[src/ctf_pkg.sv]
// Constants, types and shared functions of the tunnel frame codec.
package ctf_pkg;
    localparam logic [1:0] FRAME_TYPE = 2'h1;
    localparam logic [5:0] MAX_PAYLOAD = 6'h1e;
    localparam logic [3:0] ADM_DATA = 4'h0;
    localparam logic [3:0] ADM_PROTO_A = 4'h8;
    localparam logic [3:0] ADM_PROTO_F = 4'h9;
    localparam logic [3:0] ADM_INIT = 4'h1;
    localparam logic [3:0] ADM_HALT = 4'h2;
    localparam logic [15:0] CRC_INIT = 16'h6363;
    localparam logic [15:0] CRC_POLY = 16'h8408;
    localparam logic [15:0] CRC_RESIDUE = 16'h0000;
    localparam logic [7:0] A_TXCFG = 8'h00;
    localparam logic [7:0] A_CMD = 8'h04;
    localparam logic [7:0] A_STATUS = 8'h08;
    localparam logic [7:0] A_RXINFO = 8'h0c;
    localparam logic [2:0] A_TXBUF_HI = 3'h2;
    localparam logic [2:0] A_RXBUF_HI = 3'h4;
    localparam int F_ADMIN = 0;
    localparam int F_STRUCT = 4;
    localparam int F_LEN = 5;
    localparam int F_BITS = 10;
    localparam logic [12:0] TXCFG_RST = 13'h0000;
    localparam logic [1:0] RESP_OKAY = 2'h0;
    localparam logic [1:0] RESP_SLVERR = 2'h2;
    typedef enum logic [1:0] {LK_SOF, LK_DATA, LK_EOF} ctf_kind_t;
    typedef struct packed {
        ctf_kind_t kind;
        logic [7:0] data;
    } ctf_sym_t;
    function automatic logic [15:0] ctf_crc(input logic [15:0] c, input logic [7:0] d);
        logic [15:0] r;
        r = c ^ {8'h00, d};
        for (int i = 0; i < 8; i++) begin
            r = r[0] ? ((r >> 1) ^ CRC_POLY) : (r >> 1);
        end
        return r;
    endfunction
    function automatic logic ctf_addr_ok(input logic [7:0] a);
        return (a == A_TXCFG) || (a == A_CMD) || (a == A_STATUS) || (a == A_RXINFO) ||
            (a[7:5] == A_TXBUF_HI) || (a[7:5] == A_RXBUF_HI);
    endfunction
endpackage

[src/ctf_frame_codec.sv]
// Front-end side tunnel frame builder and parser with an AXI4-Lite register slave.
//
// Chosen here: the AXI4-Lite register port and the placing of the registers.
`timescale 1ns/1ps
module ctf_frame_codec (
    input wire logic clk_i,
    input wire logic nrst_i,
    input wire logic s_axi_awvalid_i,
    output logic s_axi_awready_o,
    input wire logic [7:0] s_axi_awaddr_i,
    input wire logic s_axi_wvalid_i,
    output logic s_axi_wready_o,
    input wire logic [31:0] s_axi_wdata_i,
    input wire logic [3:0] s_axi_wstrb_i,
    output logic s_axi_bvalid_o,
    input wire logic s_axi_bready_i,
    output logic [1:0] s_axi_bresp_o,
    input wire logic s_axi_arvalid_i,
    output logic s_axi_arready_o,
    input wire logic [7:0] s_axi_araddr_i,
    output logic s_axi_rvalid_o,
    input wire logic s_axi_rready_i,
    output logic [31:0] s_axi_rdata_o,
    output logic [1:0] s_axi_rresp_o,
    output logic tx_valid_o,
    output ctf_pkg::ctf_sym_t tx_sym_o,
    input wire logic tx_ready_i,
    input wire logic rx_valid_i,
    input wire ctf_pkg::ctf_sym_t rx_sym_i,
    output logic rx_ready_o,
    output logic session_o,
    output logic listen_only_o,
    output logic rf_send_o,
    output logic [5:0] rf_len_o,
    output logic goto_init_o,
    output logic goto_halt_o
);
    typedef enum logic [2:0] {T_IDLE, T_SOF, T_HDR, T_PAY, T_CRCL, T_CRCH, T_EOF} ctf_tx_t;
    typedef enum logic {R_IDLE, R_BODY} ctf_rx_t;

    ////////////////////////////////////////////////////////////////////////////////
    logic [1:0] rst_ff;
    logic rst_n;
    always_ff @(posedge clk_i or negedge nrst_i) begin
        if (!nrst_i) rst_ff <= 2'h0;
        else rst_ff <= {rst_ff[0], 1'b1};
    end
    assign rst_n = rst_ff[1];

    ////////////////////////////////////////////////////////////////////////////////
    logic aw_hold_reg, w_hold_reg, bvalid_reg, rvalid_reg;
    logic [7:0] aw_addr_reg;
    logic [31:0] w_data_reg, rdata_reg;
    logic [3:0] w_strb_reg;
    logic [1:0] bresp_reg, rresp_reg;
    logic [12:0] txcfg_reg;
    logic [7:0] tx_mem [32];
    logic [7:0] rx_mem [32];
    logic [6:0] status_w;
    logic [9:0] rxinfo_w;
    wire aw_fire = s_axi_awvalid_i && s_axi_awready_o;
    wire w_fire = s_axi_wvalid_i && s_axi_wready_o;
    wire ar_fire = s_axi_arvalid_i && s_axi_arready_o;
    wire wr_fire = aw_hold_reg && w_hold_reg && !bvalid_reg;
    wire wr_ok = ctf_pkg::ctf_addr_ok(aw_addr_reg);
    wire wr_cfg = wr_fire && aw_addr_reg == ctf_pkg::A_TXCFG;
    wire wr_cmd = wr_fire && aw_addr_reg == ctf_pkg::A_CMD && w_strb_reg[0];
    wire wr_buf = wr_fire && aw_addr_reg[7:5] == ctf_pkg::A_TXBUF_HI;
    wire start_req = wr_cmd && w_data_reg[0];
    wire end_req = wr_cmd && w_data_reg[1];
    wire [6:0] st_clr = (wr_fire && aw_addr_reg == ctf_pkg::A_STATUS && w_strb_reg[0]) ?
        w_data_reg[6:0] : 7'h00;
    wire [4:0] rd_base = {s_axi_araddr_i[4:2], 2'h0};
    wire [31:0] rd_tx = {tx_mem[rd_base + 5'h3], tx_mem[rd_base + 5'h2],
        tx_mem[rd_base + 5'h1], tx_mem[rd_base]};
    wire [31:0] rd_rx = {rx_mem[rd_base + 5'h3], rx_mem[rd_base + 5'h2],
        rx_mem[rd_base + 5'h1], rx_mem[rd_base]};
    wire [31:0] rd_word =
        (s_axi_araddr_i == ctf_pkg::A_TXCFG) ? {19'h00000, txcfg_reg} :
        (s_axi_araddr_i == ctf_pkg::A_STATUS) ? {25'h0000000, status_w} :
        (s_axi_araddr_i == ctf_pkg::A_RXINFO) ? {22'h000000, rxinfo_w} :
        (s_axi_araddr_i[7:5] == ctf_pkg::A_TXBUF_HI) ? rd_tx :
        (s_axi_araddr_i[7:5] == ctf_pkg::A_RXBUF_HI) ? rd_rx : 32'h00000000;
    assign s_axi_awready_o = !aw_hold_reg;
    assign s_axi_wready_o = !w_hold_reg;
    assign s_axi_arready_o = !rvalid_reg;
    assign s_axi_bvalid_o = bvalid_reg;
    assign s_axi_bresp_o = bresp_reg;
    assign s_axi_rvalid_o = rvalid_reg;
    assign s_axi_rdata_o = rdata_reg;
    assign s_axi_rresp_o = rresp_reg;

    always_ff @(posedge clk_i or negedge rst_n) begin
        if (!rst_n) begin
            aw_hold_reg <= 1'b0;
            w_hold_reg <= 1'b0;
            bvalid_reg <= 1'b0;
            aw_addr_reg <= 8'h00;
            w_data_reg <= 32'h00000000;
            w_strb_reg <= 4'h0;
            bresp_reg <= ctf_pkg::RESP_OKAY;
        end else begin
            if (aw_fire) aw_addr_reg <= s_axi_awaddr_i;
            if (w_fire) w_data_reg <= s_axi_wdata_i;
            if (w_fire) w_strb_reg <= s_axi_wstrb_i;
            aw_hold_reg <= (aw_hold_reg || aw_fire) && !(bvalid_reg && s_axi_bready_i);
            w_hold_reg <= (w_hold_reg || w_fire) && !(bvalid_reg && s_axi_bready_i);
            if (wr_fire) bvalid_reg <= 1'b1;
            else if (s_axi_bready_i) bvalid_reg <= 1'b0;
            if (wr_fire) bresp_reg <= wr_ok ? ctf_pkg::RESP_OKAY : ctf_pkg::RESP_SLVERR;
        end
    end

    always_ff @(posedge clk_i or negedge rst_n) begin
        if (!rst_n) begin
            rvalid_reg <= 1'b0;
            rdata_reg <= 32'h00000000;
            rresp_reg <= ctf_pkg::RESP_OKAY;
        end else if (ar_fire) begin
            rvalid_reg <= 1'b1;
            rdata_reg <= rd_word;
            rresp_reg <= ctf_pkg::ctf_addr_ok(s_axi_araddr_i) ?
                ctf_pkg::RESP_OKAY : ctf_pkg::RESP_SLVERR;
        end else if (s_axi_rready_i) begin
            rvalid_reg <= 1'b0;
        end
    end

    // Payload memories hold data only, so they carry no reset.
    always_ff @(posedge clk_i) begin
        for (int b = 0; b < 4; b++) begin
            if (wr_buf && w_strb_reg[b]) tx_mem[{aw_addr_reg[4:2], 2'(b)}] <= w_data_reg[8*b +: 8];
        end
    end

    always_ff @(posedge clk_i or negedge rst_n) begin
        if (!rst_n) txcfg_reg <= ctf_pkg::TXCFG_RST;
        else if (wr_cfg && w_strb_reg[0]) txcfg_reg[7:0] <= w_data_reg[7:0];
        else if (wr_cfg && w_strb_reg[1]) txcfg_reg[12:8] <= w_data_reg[12:8];
    end

    ////////////////////////////////////////////////////////////////////////////////
    ctf_tx_t tx_st_reg;
    logic [7:0] tx_hdr_reg;
    logic [5:0] tx_len_reg, tx_idx_reg;
    logic [2:0] tx_bits_reg;
    logic [15:0] tx_crc_reg;
    ctf_pkg::ctf_sym_t buf0_reg, buf1_reg;
    logic [1:0] buf_cnt_reg;
    wire [3:0] cfg_admin = txcfg_reg[ctf_pkg::F_ADMIN +: 4];
    wire [5:0] cfg_len = {1'b0, txcfg_reg[ctf_pkg::F_LEN +: 5]};
    wire cfg_admin_ok = cfg_admin == ctf_pkg::ADM_DATA ||
        cfg_admin == ctf_pkg::ADM_PROTO_A || cfg_admin == ctf_pkg::ADM_PROTO_F;
    wire cfg_ok = cfg_admin_ok && cfg_len <= ctf_pkg::MAX_PAYLOAD;
    wire tx_go = start_req && tx_st_reg == T_IDLE && cfg_ok;
    wire tx_refuse = start_req && !(tx_st_reg == T_IDLE && cfg_ok);
    wire [8:0] keep_w = (9'h001 << tx_bits_reg) - 9'h001;
    wire last_pay = tx_idx_reg == tx_len_reg - 6'h01;
    wire mask_last = !tx_hdr_reg[4] && last_pay && tx_bits_reg != 3'h0;
    wire [7:0] pay_byte = tx_mem[tx_idx_reg[4:0]] & (mask_last ? keep_w[7:0] : 8'hff);
    wire fill_ready = buf_cnt_reg != 2'h2;
    wire fill_valid = tx_st_reg != T_IDLE;
    wire push = fill_valid && fill_ready;
    wire pop = tx_ready_i && buf_cnt_reg != 2'h0;
    ctf_pkg::ctf_sym_t fill_sym;
    assign fill_sym.kind = (tx_st_reg == T_SOF) ? ctf_pkg::LK_SOF :
        (tx_st_reg == T_EOF) ? ctf_pkg::LK_EOF : ctf_pkg::LK_DATA;
    assign fill_sym.data = (tx_st_reg == T_HDR) ? tx_hdr_reg :
        (tx_st_reg == T_PAY) ? pay_byte :
        (tx_st_reg == T_CRCL) ? tx_crc_reg[7:0] :
        (tx_st_reg == T_CRCH) ? tx_crc_reg[15:8] : 8'h00;
    assign tx_valid_o = buf_cnt_reg != 2'h0;
    assign tx_sym_o = buf0_reg;

    always_ff @(posedge clk_i or negedge rst_n) begin
        if (!rst_n) begin
            tx_st_reg <= T_IDLE;
            tx_hdr_reg <= 8'h00;
            tx_len_reg <= 6'h00;
            tx_idx_reg <= 6'h00;
            tx_bits_reg <= 3'h0;
            tx_crc_reg <= ctf_pkg::CRC_INIT;
        end else if (tx_go) begin
            tx_st_reg <= T_SOF;
            tx_hdr_reg <= {ctf_pkg::FRAME_TYPE, 1'b0, txcfg_reg[4:0]};
            tx_len_reg <= cfg_len;
            tx_bits_reg <= txcfg_reg[ctf_pkg::F_BITS +: 3];
            tx_idx_reg <= 6'h00;
            tx_crc_reg <= ctf_pkg::CRC_INIT;
        end else if (push) begin
            if (tx_st_reg == T_HDR || tx_st_reg == T_PAY) begin
                tx_crc_reg <= ctf_pkg::ctf_crc(tx_crc_reg, fill_sym.data);
            end
            if (tx_st_reg == T_PAY) tx_idx_reg <= tx_idx_reg + 6'h01;
            unique case (tx_st_reg)
                T_SOF: tx_st_reg <= T_HDR;
                T_HDR: tx_st_reg <= (tx_len_reg == 6'h00) ? T_CRCL : T_PAY;
                T_PAY: tx_st_reg <= last_pay ? T_CRCL : T_PAY;
                T_CRCL: tx_st_reg <= T_CRCH;
                T_CRCH: tx_st_reg <= T_EOF;
                T_EOF: tx_st_reg <= T_IDLE;
                T_IDLE: tx_st_reg <= T_IDLE;
            endcase
        end
    end

    // Two entries let the builder keep going for one cycle after the link stalls.
    always_ff @(posedge clk_i or negedge rst_n) begin
        if (!rst_n) begin
            buf0_reg <= '{kind: ctf_pkg::LK_SOF, data: 8'h00};
            buf1_reg <= '{kind: ctf_pkg::LK_SOF, data: 8'h00};
            buf_cnt_reg <= 2'h0;
        end else begin
            if (pop) buf0_reg <= buf1_reg;
            if (push && (buf_cnt_reg == 2'h0 || (buf_cnt_reg == 2'h1 && pop))) buf0_reg <= fill_sym;
            else if (push) buf1_reg <= fill_sym;
            buf_cnt_reg <= buf_cnt_reg + {1'b0, push} - {1'b0, pop};
        end
    end

    ////////////////////////////////////////////////////////////////////////////////
    ctf_rx_t rx_st_reg;
    logic [5:0] rx_cnt_reg;
    logic [7:0] rx_hdr_reg;
    logic [15:0] rx_crc_reg;
    logic [9:0] rxinfo_reg;
    logic rx_done_reg, refused_reg, discard_reg, crc_err_reg, session_reg, listen_reg;
    logic rf_send_reg, init_reg, halt_reg;
    logic [5:0] rf_len_reg;
    wire rx_byte = rx_valid_i && rx_sym_i.kind == ctf_pkg::LK_DATA && rx_st_reg == R_BODY;
    wire rx_end = rx_valid_i && rx_sym_i.kind == ctf_pkg::LK_EOF && rx_st_reg == R_BODY;
    wire [5:0] rx_plen = rx_cnt_reg - 6'h03;
    wire rx_crc_ok = rx_crc_reg == ctf_pkg::CRC_RESIDUE && rx_cnt_reg >= 6'h03;
    wire rx_tunnel = rx_hdr_reg[7:6] == ctf_pkg::FRAME_TYPE;
    wire [3:0] rx_admin = rx_hdr_reg[3:0];
    wire rx_admin_ok = rx_admin == ctf_pkg::ADM_DATA ||
        rx_admin == ctf_pkg::ADM_INIT || rx_admin == ctf_pkg::ADM_HALT;
    wire rx_bad = rx_hdr_reg[5] || rx_plen > ctf_pkg::MAX_PAYLOAD;
    wire ev_wll = rx_end && rx_crc_ok && !rx_tunnel;
    wire ev_drop = rx_end && rx_crc_ok && rx_tunnel && (rx_bad || !rx_admin_ok);
    wire ev_acc = rx_end && rx_crc_ok && rx_tunnel && !rx_bad && rx_admin_ok;
    wire ev_crc = rx_end && !rx_crc_ok;
    wire tx_done = push && tx_st_reg == T_EOF;
    assign rx_ready_o = 1'b1;
    assign status_w = {listen_reg, crc_err_reg, discard_reg, refused_reg, rx_done_reg,
        session_reg, tx_st_reg != T_IDLE};
    assign rxinfo_w = rxinfo_reg;
    assign session_o = session_reg;
    assign listen_only_o = listen_reg;
    assign rf_send_o = rf_send_reg;
    assign rf_len_o = rf_len_reg;
    assign goto_init_o = init_reg;
    assign goto_halt_o = halt_reg;

    // Bytes of a frame that is later dropped still land in the receive memory.
    always_ff @(posedge clk_i) begin
        if (rx_byte && rx_cnt_reg != 6'h00 && rx_cnt_reg <= 6'h20) begin
            rx_mem[5'(rx_cnt_reg - 6'h01)] <= rx_sym_i.data;
        end
    end

    always_ff @(posedge clk_i or negedge rst_n) begin
        if (!rst_n) begin
            rx_st_reg <= R_IDLE;
            rx_cnt_reg <= 6'h00;
            rx_hdr_reg <= 8'h00;
            rx_crc_reg <= ctf_pkg::CRC_INIT;
        end else if (rx_valid_i && rx_sym_i.kind == ctf_pkg::LK_SOF) begin
            rx_st_reg <= R_BODY;
            rx_cnt_reg <= 6'h00;
            rx_crc_reg <= ctf_pkg::CRC_INIT;
        end else if (rx_byte) begin
            if (rx_cnt_reg == 6'h00) rx_hdr_reg <= rx_sym_i.data;
            if (rx_cnt_reg != 6'h3f) rx_cnt_reg <= rx_cnt_reg + 6'h01;
            rx_crc_reg <= ctf_pkg::ctf_crc(rx_crc_reg, rx_sym_i.data);
        end else if (rx_end) begin
            rx_st_reg <= R_IDLE;
        end
    end

    // Hardware events take priority over a software clear in the same cycle.
    always_ff @(posedge clk_i or negedge rst_n) begin
        if (!rst_n) begin
            rx_done_reg <= 1'b0;
            refused_reg <= 1'b0;
            discard_reg <= 1'b0;
            crc_err_reg <= 1'b0;
            session_reg <= 1'b0;
            listen_reg <= 1'b0;
            rxinfo_reg <= 10'h000;
        end else begin
            rx_done_reg <= ev_acc || (rx_done_reg && !st_clr[2]);
            refused_reg <= tx_refuse || (refused_reg && !st_clr[3]);
            discard_reg <= ev_drop || (discard_reg && !st_clr[4]);
            crc_err_reg <= ev_crc || (crc_err_reg && !st_clr[5]);
            session_reg <= tx_go || (session_reg && !ev_wll && !end_req);
            listen_reg <= tx_done || (listen_reg && !ev_acc);
            if (ev_acc) rxinfo_reg <= {rx_plen[4:0], rx_hdr_reg[4:0]};
        end
    end

    always_ff @(posedge clk_i or negedge rst_n) begin
        if (!rst_n) begin
            rf_send_reg <= 1'b0;
            rf_len_reg <= 6'h00;
            init_reg <= 1'b0;
            halt_reg <= 1'b0;
        end else begin
            rf_send_reg <= ev_acc && rx_plen != 6'h00;
            if (ev_acc) rf_len_reg <= rx_plen;
            init_reg <= ev_acc && rx_admin == ctf_pkg::ADM_INIT;
            halt_reg <= ev_acc && rx_admin == ctf_pkg::ADM_HALT;
        end
    end
endmodule // ctf_frame_codec

[config.mk]
export PLATFORM = sky130hd
export DESIGN_NAME = ctf_frame_codec
export DESIGN_NICKNAME = d
export VERILOG_FILES = /design/src/ctf_pkg.sv /design/src/ctf_frame_codec.sv
export SDC_FILE = /design/constraint.sdc
export NUM_CORES = 1
export LEC_CHECK = 0
export BUFFER_PORTS_ARGS = -buffer_cell sky130_fd_sc_hd__buf_2
export CAP_MARGIN = 20
export CELL_PAD_IN_SITES_DETAIL_PLACEMENT = 0
export CELL_PAD_IN_SITES_GLOBAL_PLACEMENT = 1
export CORE_UTILIZATION = 48
export CTS_CLUSTER_DIAMETER = 50
export DETAILED_ROUTE_END_ITERATION = 10
export PLACE_DENSITY = 0.76
export SYNTH_ARGS = -nofsm -noshare
export SYNTH_HDL_FRONTEND = slang
export SYNTH_SLANG_ARGS = --single-unit
export TNS_END_PERCENT = 20
[constraint.sdc]
create_clock -name clk_i -period 6.5 [get_ports clk_i]
set_input_delay 1.3 -clock clk_i [delete_from_list [all_inputs] [get_ports clk_i]]
set_output_delay 1.3 -clock clk_i [all_outputs]
set_load 0.005 [all_outputs]
Word-level counts from Yosys, hierarchy flattened
Memories as Yosys holds them, arrays and structs flattened.
Cells that the tools add are included.
- add/subtract/negate cells: 11
- magnitude comparators: 4
- eq/ne operators: 28
- shift-type cells: 1
- multiplexer cells: 66
- bitwise gates (word level): 22
- reductions and logical operators: 135
- operators with widths (cell ; count):
    two-way mux 16 bit ; 21
    two-way mux 32 bit ; 5
    logical AND 1 bit ; 59
    inverter 2 -> 3 bit ; 16
    two-way mux 6 bit ; 7
    two-way mux 8 bit ; 5
    equality test 8 x 4 -> 1 bit, second input constant ; 4
    bitwise XOR 16 x 8 -> 16 bit ; 2
    logical OR 1 bit ; 26
    two-way mux 10 bit ; 2
    nonzero test 2 bit ; 10
    logical NOT 1 bit ; 18
    one-hot mux 3 bit (6 select lines) ; 1
    two-way mux 1 bit ; 17
    equality test 8 x 3 -> 1 bit, second input constant ; 2
    logical NOT 16 bit ; 1
    logical NOT 8 bit ; 2
    equality test 3 bit, second input constant ; 5
    adder 6 x 1 -> 6 bit, second input constant ; 2
    equality test 3 x 2 -> 1 bit, second input constant ; 4
    logical NOT 6 bit ; 2
    two-way mux 3 bit ; 4
    AND reduction 2 bit ; 6
    nonzero test 6 bit ; 2
    32 further kinds ; 44
- bits in registers: 216
- RAM bits: 512
- output and inout bits: 64
- word-level logic and storage cells: 308
- memories kept: 2
- memory list (name ; words ; width ; read ports ; clocked after Yosys merged registers in ; write ports ; line ; text):
    rx_mem ; 32 ; 8 ; 4 ; 0 ; 1 ; ctf_frame_codec.sv:58 ; logic [7:0] rx_mem [32];
    tx_mem ; 32 ; 8 ; 5 ; 0 ; 4 ; ctf_frame_codec.sv:57 ; logic [7:0] tx_mem [32];

Depth between registers and ports, before layout
- depth after elaboration: 28
- gate-level depth with buffers: 14
- gate-level depth less buffers: 11

Worst setup path before layout
Ideal clock, no wire load.
- path kind: input to register
- start point: input s_axi_araddr_i[2]
- end point: register rdata_reg[3] (netlist: s_axi_rdata_o[3])
- library setup time: 0.133 ns
- data arrival time: 3.547 ns
- required time: 6.367 ns
- path slack: 2.820 ns
- stages: 8
- cells stage by stage: clkbuf_1 > buf_1 > buf_1 > mux4_2 > a221oi_1 > a21oi_1 > a21oi_1 > o21ai_0
- longest elaborated chain between the ends: 6
- elaborated cells between the ends (all ways): 10
- ends and longest elaborated chain (element ; line ; text):
    start, declared ; ctf_frame_codec.sv:20 ; input wire logic [7:0] s_axi_araddr_i,
    memory read (32 x 8 bit) ; n/a ;
    two-way mux 32 bit ; ctf_frame_codec.sv:83 ; (s_axi_araddr_i[7:5] == ctf_pkg::A_RXBUF_HI) ? rd_rx : 32'h00000000;
    two-way mux 32 bit ; ctf_frame_codec.sv:82 ; (s_axi_araddr_i[7:5] == ctf_pkg::A_TXBUF_HI) ? rd_tx :
    two-way mux 32 bit ; ctf_frame_codec.sv:81 ; (s_axi_araddr_i == ctf_pkg::A_RXINFO) ? {22'h000000, rxinfo_w} :
    two-way mux 32 bit ; ctf_frame_codec.sv:80 ; (s_axi_araddr_i == ctf_pkg::A_STATUS) ? {25'h0000000, status_w} :
    two-way mux 32 bit (*) ; ctf_frame_codec.sv:79 ; (s_axi_araddr_i == ctf_pkg::A_TXCFG) ? {19'h00000, txcfg_reg} :
    end signal, assigned ; ctf_frame_codec.sv:121 ; rdata_reg <= rd_word;
    end, declared ; ctf_frame_codec.sv:53 ; logic [31:0] w_data_reg, rdata_reg;
Every way passes the cells marked *; elsewhere a longest branch is shown, timed or not.
A chain may end at the register's enable or synchronous reset.

Final worst setup path
- start point: register tx_idx_reg[0]
- end point: register tx_crc_reg[8]
- longest elaborated chain between the ends: 20
- elaborated cells between the ends (all ways): 22
- ends and longest elaborated chain (element ; line ; text):
    start, declared ; ctf_frame_codec.sv:145 ; logic [5:0] tx_len_reg, tx_idx_reg;
    start signal, assigned ; ctf_frame_codec.sv:194 ; if (tx_st_reg == T_PAY) tx_idx_reg <= tx_idx_reg + 6'h01;
    branches (longest 4 deep; another with memory read (32 x 8 bit)) ; n/a ;
    bitwise AND 8 bit (*) ; ctf_frame_codec.sv:160 ; wire [7:0] pay_byte = tx_mem[tx_idx_reg[4:0]] & (mask_last ? keep_w[7:0] : 8'hff);
    two-way mux 8 bit (*) ; ctf_frame_codec.sv:169 ; (tx_st_reg == T_PAY) ? pay_byte :
    two-way mux 8 bit (*) ; ctf_frame_codec.sv:168 ; assign fill_sym.data = (tx_st_reg == T_HDR) ? tx_hdr_reg :
    bitwise XOR 16 x 8 -> 16 bit (*) ; ctf_pkg.sv:33 ; r = c ^ {8'h00, d};
    two-way mux 16 bit (*) (5 in series) ; ctf_pkg.sv:35 ; r = r[0] ? ((r >> 1) ^ CRC_POLY) : (r >> 1);
    inverter 2 -> 3 bit (no line) or two-way mux 16 bit (tied branches) ; n/a ;
    two-way mux 16 bit (*) (3 in series) ; ctf_pkg.sv:35 ;
    two-way mux 16 bit (*) ; ctf_frame_codec.sv:191 ; if (tx_st_reg == T_HDR || tx_st_reg == T_PAY) begin
    two-way mux 16 bit (*) ; ctf_frame_codec.sv:190 ; end else if (push) begin
    two-way mux 16 bit (*) ; ctf_frame_codec.sv:183 ; end else if (tx_go) begin
    end signal, assigned ; ctf_frame_codec.sv:182 ; tx_crc_reg <= ctf_pkg::CRC_INIT;
    end signal, assigned ; ctf_frame_codec.sv:189 ; tx_crc_reg <= ctf_pkg::CRC_INIT;
    end signal, assigned ; ctf_frame_codec.sv:192 ; tx_crc_reg <= ctf_pkg::ctf_crc(tx_crc_reg, fill_sym.data);
    end, declared ; ctf_frame_codec.sv:147 ; logic [15:0] tx_crc_reg;
Every way passes the cells marked *. The select of a mux whose other input is x is not followed.

==> metrics.txt <==
M2 GR Usage=around two fifths; final worst slack=between 2 and 3 ns; Die ar.=67,040 um^2; met1 capacity usage during global routing=between 30% and 40%; I/O pin total=135; maximum VDD drop=0.2494 mV; vias=19,220; internal power component=about 10 mW; CTS Buffer Depth=3; worst r2r src=tx_idx_reg[0]; met3 usage=between 7 and 8%; Hold WS=around 0.35 ns; Setup-failing EPs final=0; initial antenna violation count=3; TNS Setup=0 ns; mapped cell area=31,690 um^2; Slew Limit Fails=0; sw power=4.645 mW; RSZ-0062 raised after global routing=false; Leakage=between 10 and 15 nW; hpwl dp=around 64,000 um; Worst R2R Setup Slack=between 2 and 3 ns; Area after DPL=between 30,000 and 40,000 um^2; pre-CTS setup slack=2.094 ns; Final Hold Viols=0; Initial Util=48.89%; Comb power frac=about a quarter; hold_buf cts=0; CP Data Required Time=7.04 ns; Seq/Total Area, Yosys=65.09%; number of global-route vias before repair=19,050; FFs w/ async S/R, synth=between 20% and 30%; CTS Sinks=about 720; Most Crowded Layer GR=met2; register area=slightly above 20,000 um^2; Syn Inst Count=slightly below 2,000; Flop pwr share=between 40 and 50%; cts bufs inserted=85; Rows=between 90 and 100; DR vias/cell=about 6.3; port buffer count=131; DRC=0; CP Data Arrival Time=approximately 4.5 ns; Switching Share=between 30% and 40%; CP Class=flop to flop; Top FF cell, synth=edfxtp_1; DRT Wirelength=roughly 91,000 um; Non-Filler Cell Area, Final=around 36,000 um^2; Tot GR Track Use=between 20% and 30%; total gr overflow=0; Ys Warns=0; DRT iter0 DRCs=around 2,400; Layout area overhead=14.21%; htree depth=3; post-synth cell types=71; Die Ht=about 260 um; DR pass1 iterations=6; fillcell total=4,995; reg2reg path depth=10; slew margin rel.=about a quarter; actual slew at the worst max-slew pin=1.134 ns; syn_area_per_cell=roughly 16 um^2; Multi-input gate area=roughly 10,000 um^2; Clock power frac=~32%; critical path startpoint category=flop; first-pass GRT wire length=132,600 um; Crit Path Max Fanout=41; Tmin final=3.981 ns; status=finished, final reports clean; CTS tree=done; Post-synth EDFFs=just over 500; post-cts sizing count=0; RR Endpoint=tx_crc_reg[8]; crit share post-route=about three fifths; pwr/cell area=405.6 nW/um^2; worst-skew pair later-pin latency=0.63 ns; Wirelength per Cell=roughly 30 um; hold path endpoint=rst_ff[1]; DIE WIDTH=about 260 um; HP Class=flop to flop; Clock transition at path regs=~0.060 ns; fraction of layout cells with a size suffix above 1=between 20% and 30%; Hold Crit Start=rst_ff[0]; Peak Freq=251.2 MHz; RePlAce Congestion=around 0.96; Final ANT Viol Nets=0; synthesized flop and latch total=around 720; clk root buf=clkbuf_16; largest net degree at the start of global routing=between 90 and 100; PnR Total Power=roughly 15 mW; Setup crit end kind=flop; hold path depth=0; Max Cap Viol=0; Core ar.=roughly 65,000 um^2; Setup Buffers After CTS=0; nets@finish=around 2,200; Layout Skew=~0.015 ns
## worst max-delay path by stage
stage / startpoint / endpoint / slack, ns / cells after the start
after global routing: tx_idx_reg[0] / tx_crc_reg[8] / 2.11 / 10
after detailed placement: s_axi_araddr_i[2] / s_axi_rdata_o[25] / 2.09 / 6
after global placement: s_axi_araddr_i[2] / s_axi_rdata_o[23] / 2.09 / 6
final: tx_idx_reg[0] / tx_crc_reg[8] / 2.52 / 10
after floorplan: rst_ff[1] / aw_addr_reg[0] / 0.27 / 0
after CTS: tx_idx_reg[0] / tx_crc_reg[3] / 2.45 / 10
## per-stage QoR
step	utilization [%]	instances
detailed placement	51.42	2886
global route	55.83	3049
floorplan	-	1966
finish	55.83	3050
CTS	55.77	3046
global placement	51.34	2880
## cells in the mapped netlist (3+ instances only)
library cell,number,area [um^2]
buf_1,19,71.32
nor3_1,22,110.1
a21boi_0,3,22.52
a211oi_1,7,52.55
or2_2,4,25.02
xor2_2,3,48.80
mux4_2,196,4414
buf_4,11,82.58
nand4_1,4,25.02
a221oi_1,7,61.31
mux2_2,83,934.7
nand3b_1,6,45.04
nor2b_1,17,106.4
and4b_1,3,30.03
a31oi_1,5,31.28
mux2i_1,76,760.7
nand2_1,139,521.8
a21o_1,5,37.54
nand2b_1,13,81.33
nor2_1,132,495.5
or3b_2,3,26.28
edfxtp_1,512,15370
nor3b_1,4,30.03
o31ai_1,4,30.03
o32a_1,3,30.03
or3_1,4,25.02
ha_1,10,125.1
o21ai_0,87,435.4
inv_1,21,78.83
buf_2,11,55.05
and3_1,7,43.79
dfstp_2,16,420.4
a22oi_1,18,135.1
dfrtp_1,193,4830
nand4b_1,3,26.28
and2_1,15,93.84
o22ai_1,20,125.1
xnor2_1,41,359.1
nand3_1,6,30.03
buf_12,3,60.06
xor2_1,22,192.7
a21oi_1,66,330.3
clkbuf_1,76,285.3
o22a_1,22,192.7
nor4_1,8,50.05
## layout make-up
cell class / instances / area share [%]
diodes: 1 / 0.006915
clock buffers: 112 / 6.531
clock inverters: 48 / 1.255
inverters: 22 / 0.2282
multi-input cells: 1101 / 28.79
flip-flops and latches: 721 / 57.02
well taps: 855 / 2.956
repair buffers: 190 / 3.212
## critical path: stages (launching register included)
cell	delay (ns)
dfrtp_4	0.95
buf_4	0.54
mux4_2	0.55
nor2b_1	0.15
a2111oi_2	0.49
nor2_1	0.07
and4b_1	0.19
nor4_1	0.35
xnor2_1	0.21
xor2_1	0.20
a21oi_1	0.17
## placed cells by master, fill, tap and decap left out, types with 13 or more instances in the layout
cell type    n
a22oi_1     18
inv_1       21
and2_1      15
dfstp_2     16
inv_6       13
mux2_2      83
o21ai_0     87
buf_4       54
nor3_1      22
xnor2_1     41
a21oi_1     66
edfxtp_1   512
clkbuf_1    18
o22ai_1     20
o22a_1      22
xor2_1      22
nand2b_1    13
nand2_1    138
mux2i_1     76
dfrtp_1    190
mux4_2     196
buf_2      129
clkbuf_16   89
nor2_1     132
nor2b_1     16
## power groups by stage
stage	clock [mW]	combinational, mW	sequential (mW)
after global placement	0	3.38	6.51
after detailed placement	0	3.47	6.55
after floorplan	0	2.77	6.10
final	4.73	3.48	6.47
after CTS	4.78	3.47	6.46
after global routing	4.96	3.77	6.54
## logic make-up (layout without fill, tap and decap cells)
| family | Yosys count | in the layout | synth area share, % |
|---|---|---|---|
| compound gates | 271 | 271 | 5.453 |
| xor+xnor | 67 | 67 | 1.982 |
| fa+ha+maj | 10 | 10 | 0.3949 |
| buf+inv | 144 | 372 | 2.081 |
| flops | 721 | 721 | 65.09 |
| mux | 356 | 356 | 19.33 |
| other cells | 2 | 5 | 0.02370 |
| simple gates | 393 | 393 | 5.647 |
## metal layers
metal  routed length, um  share of wire, %  up-vias
met5                  25             0.027        -
met4                4199               4.6        4
met3                9680                11      195
met2               41760                46     1053
met1               35410                39     9993
li1                    -                 -     7972
(Power assumes the default switching activity.)
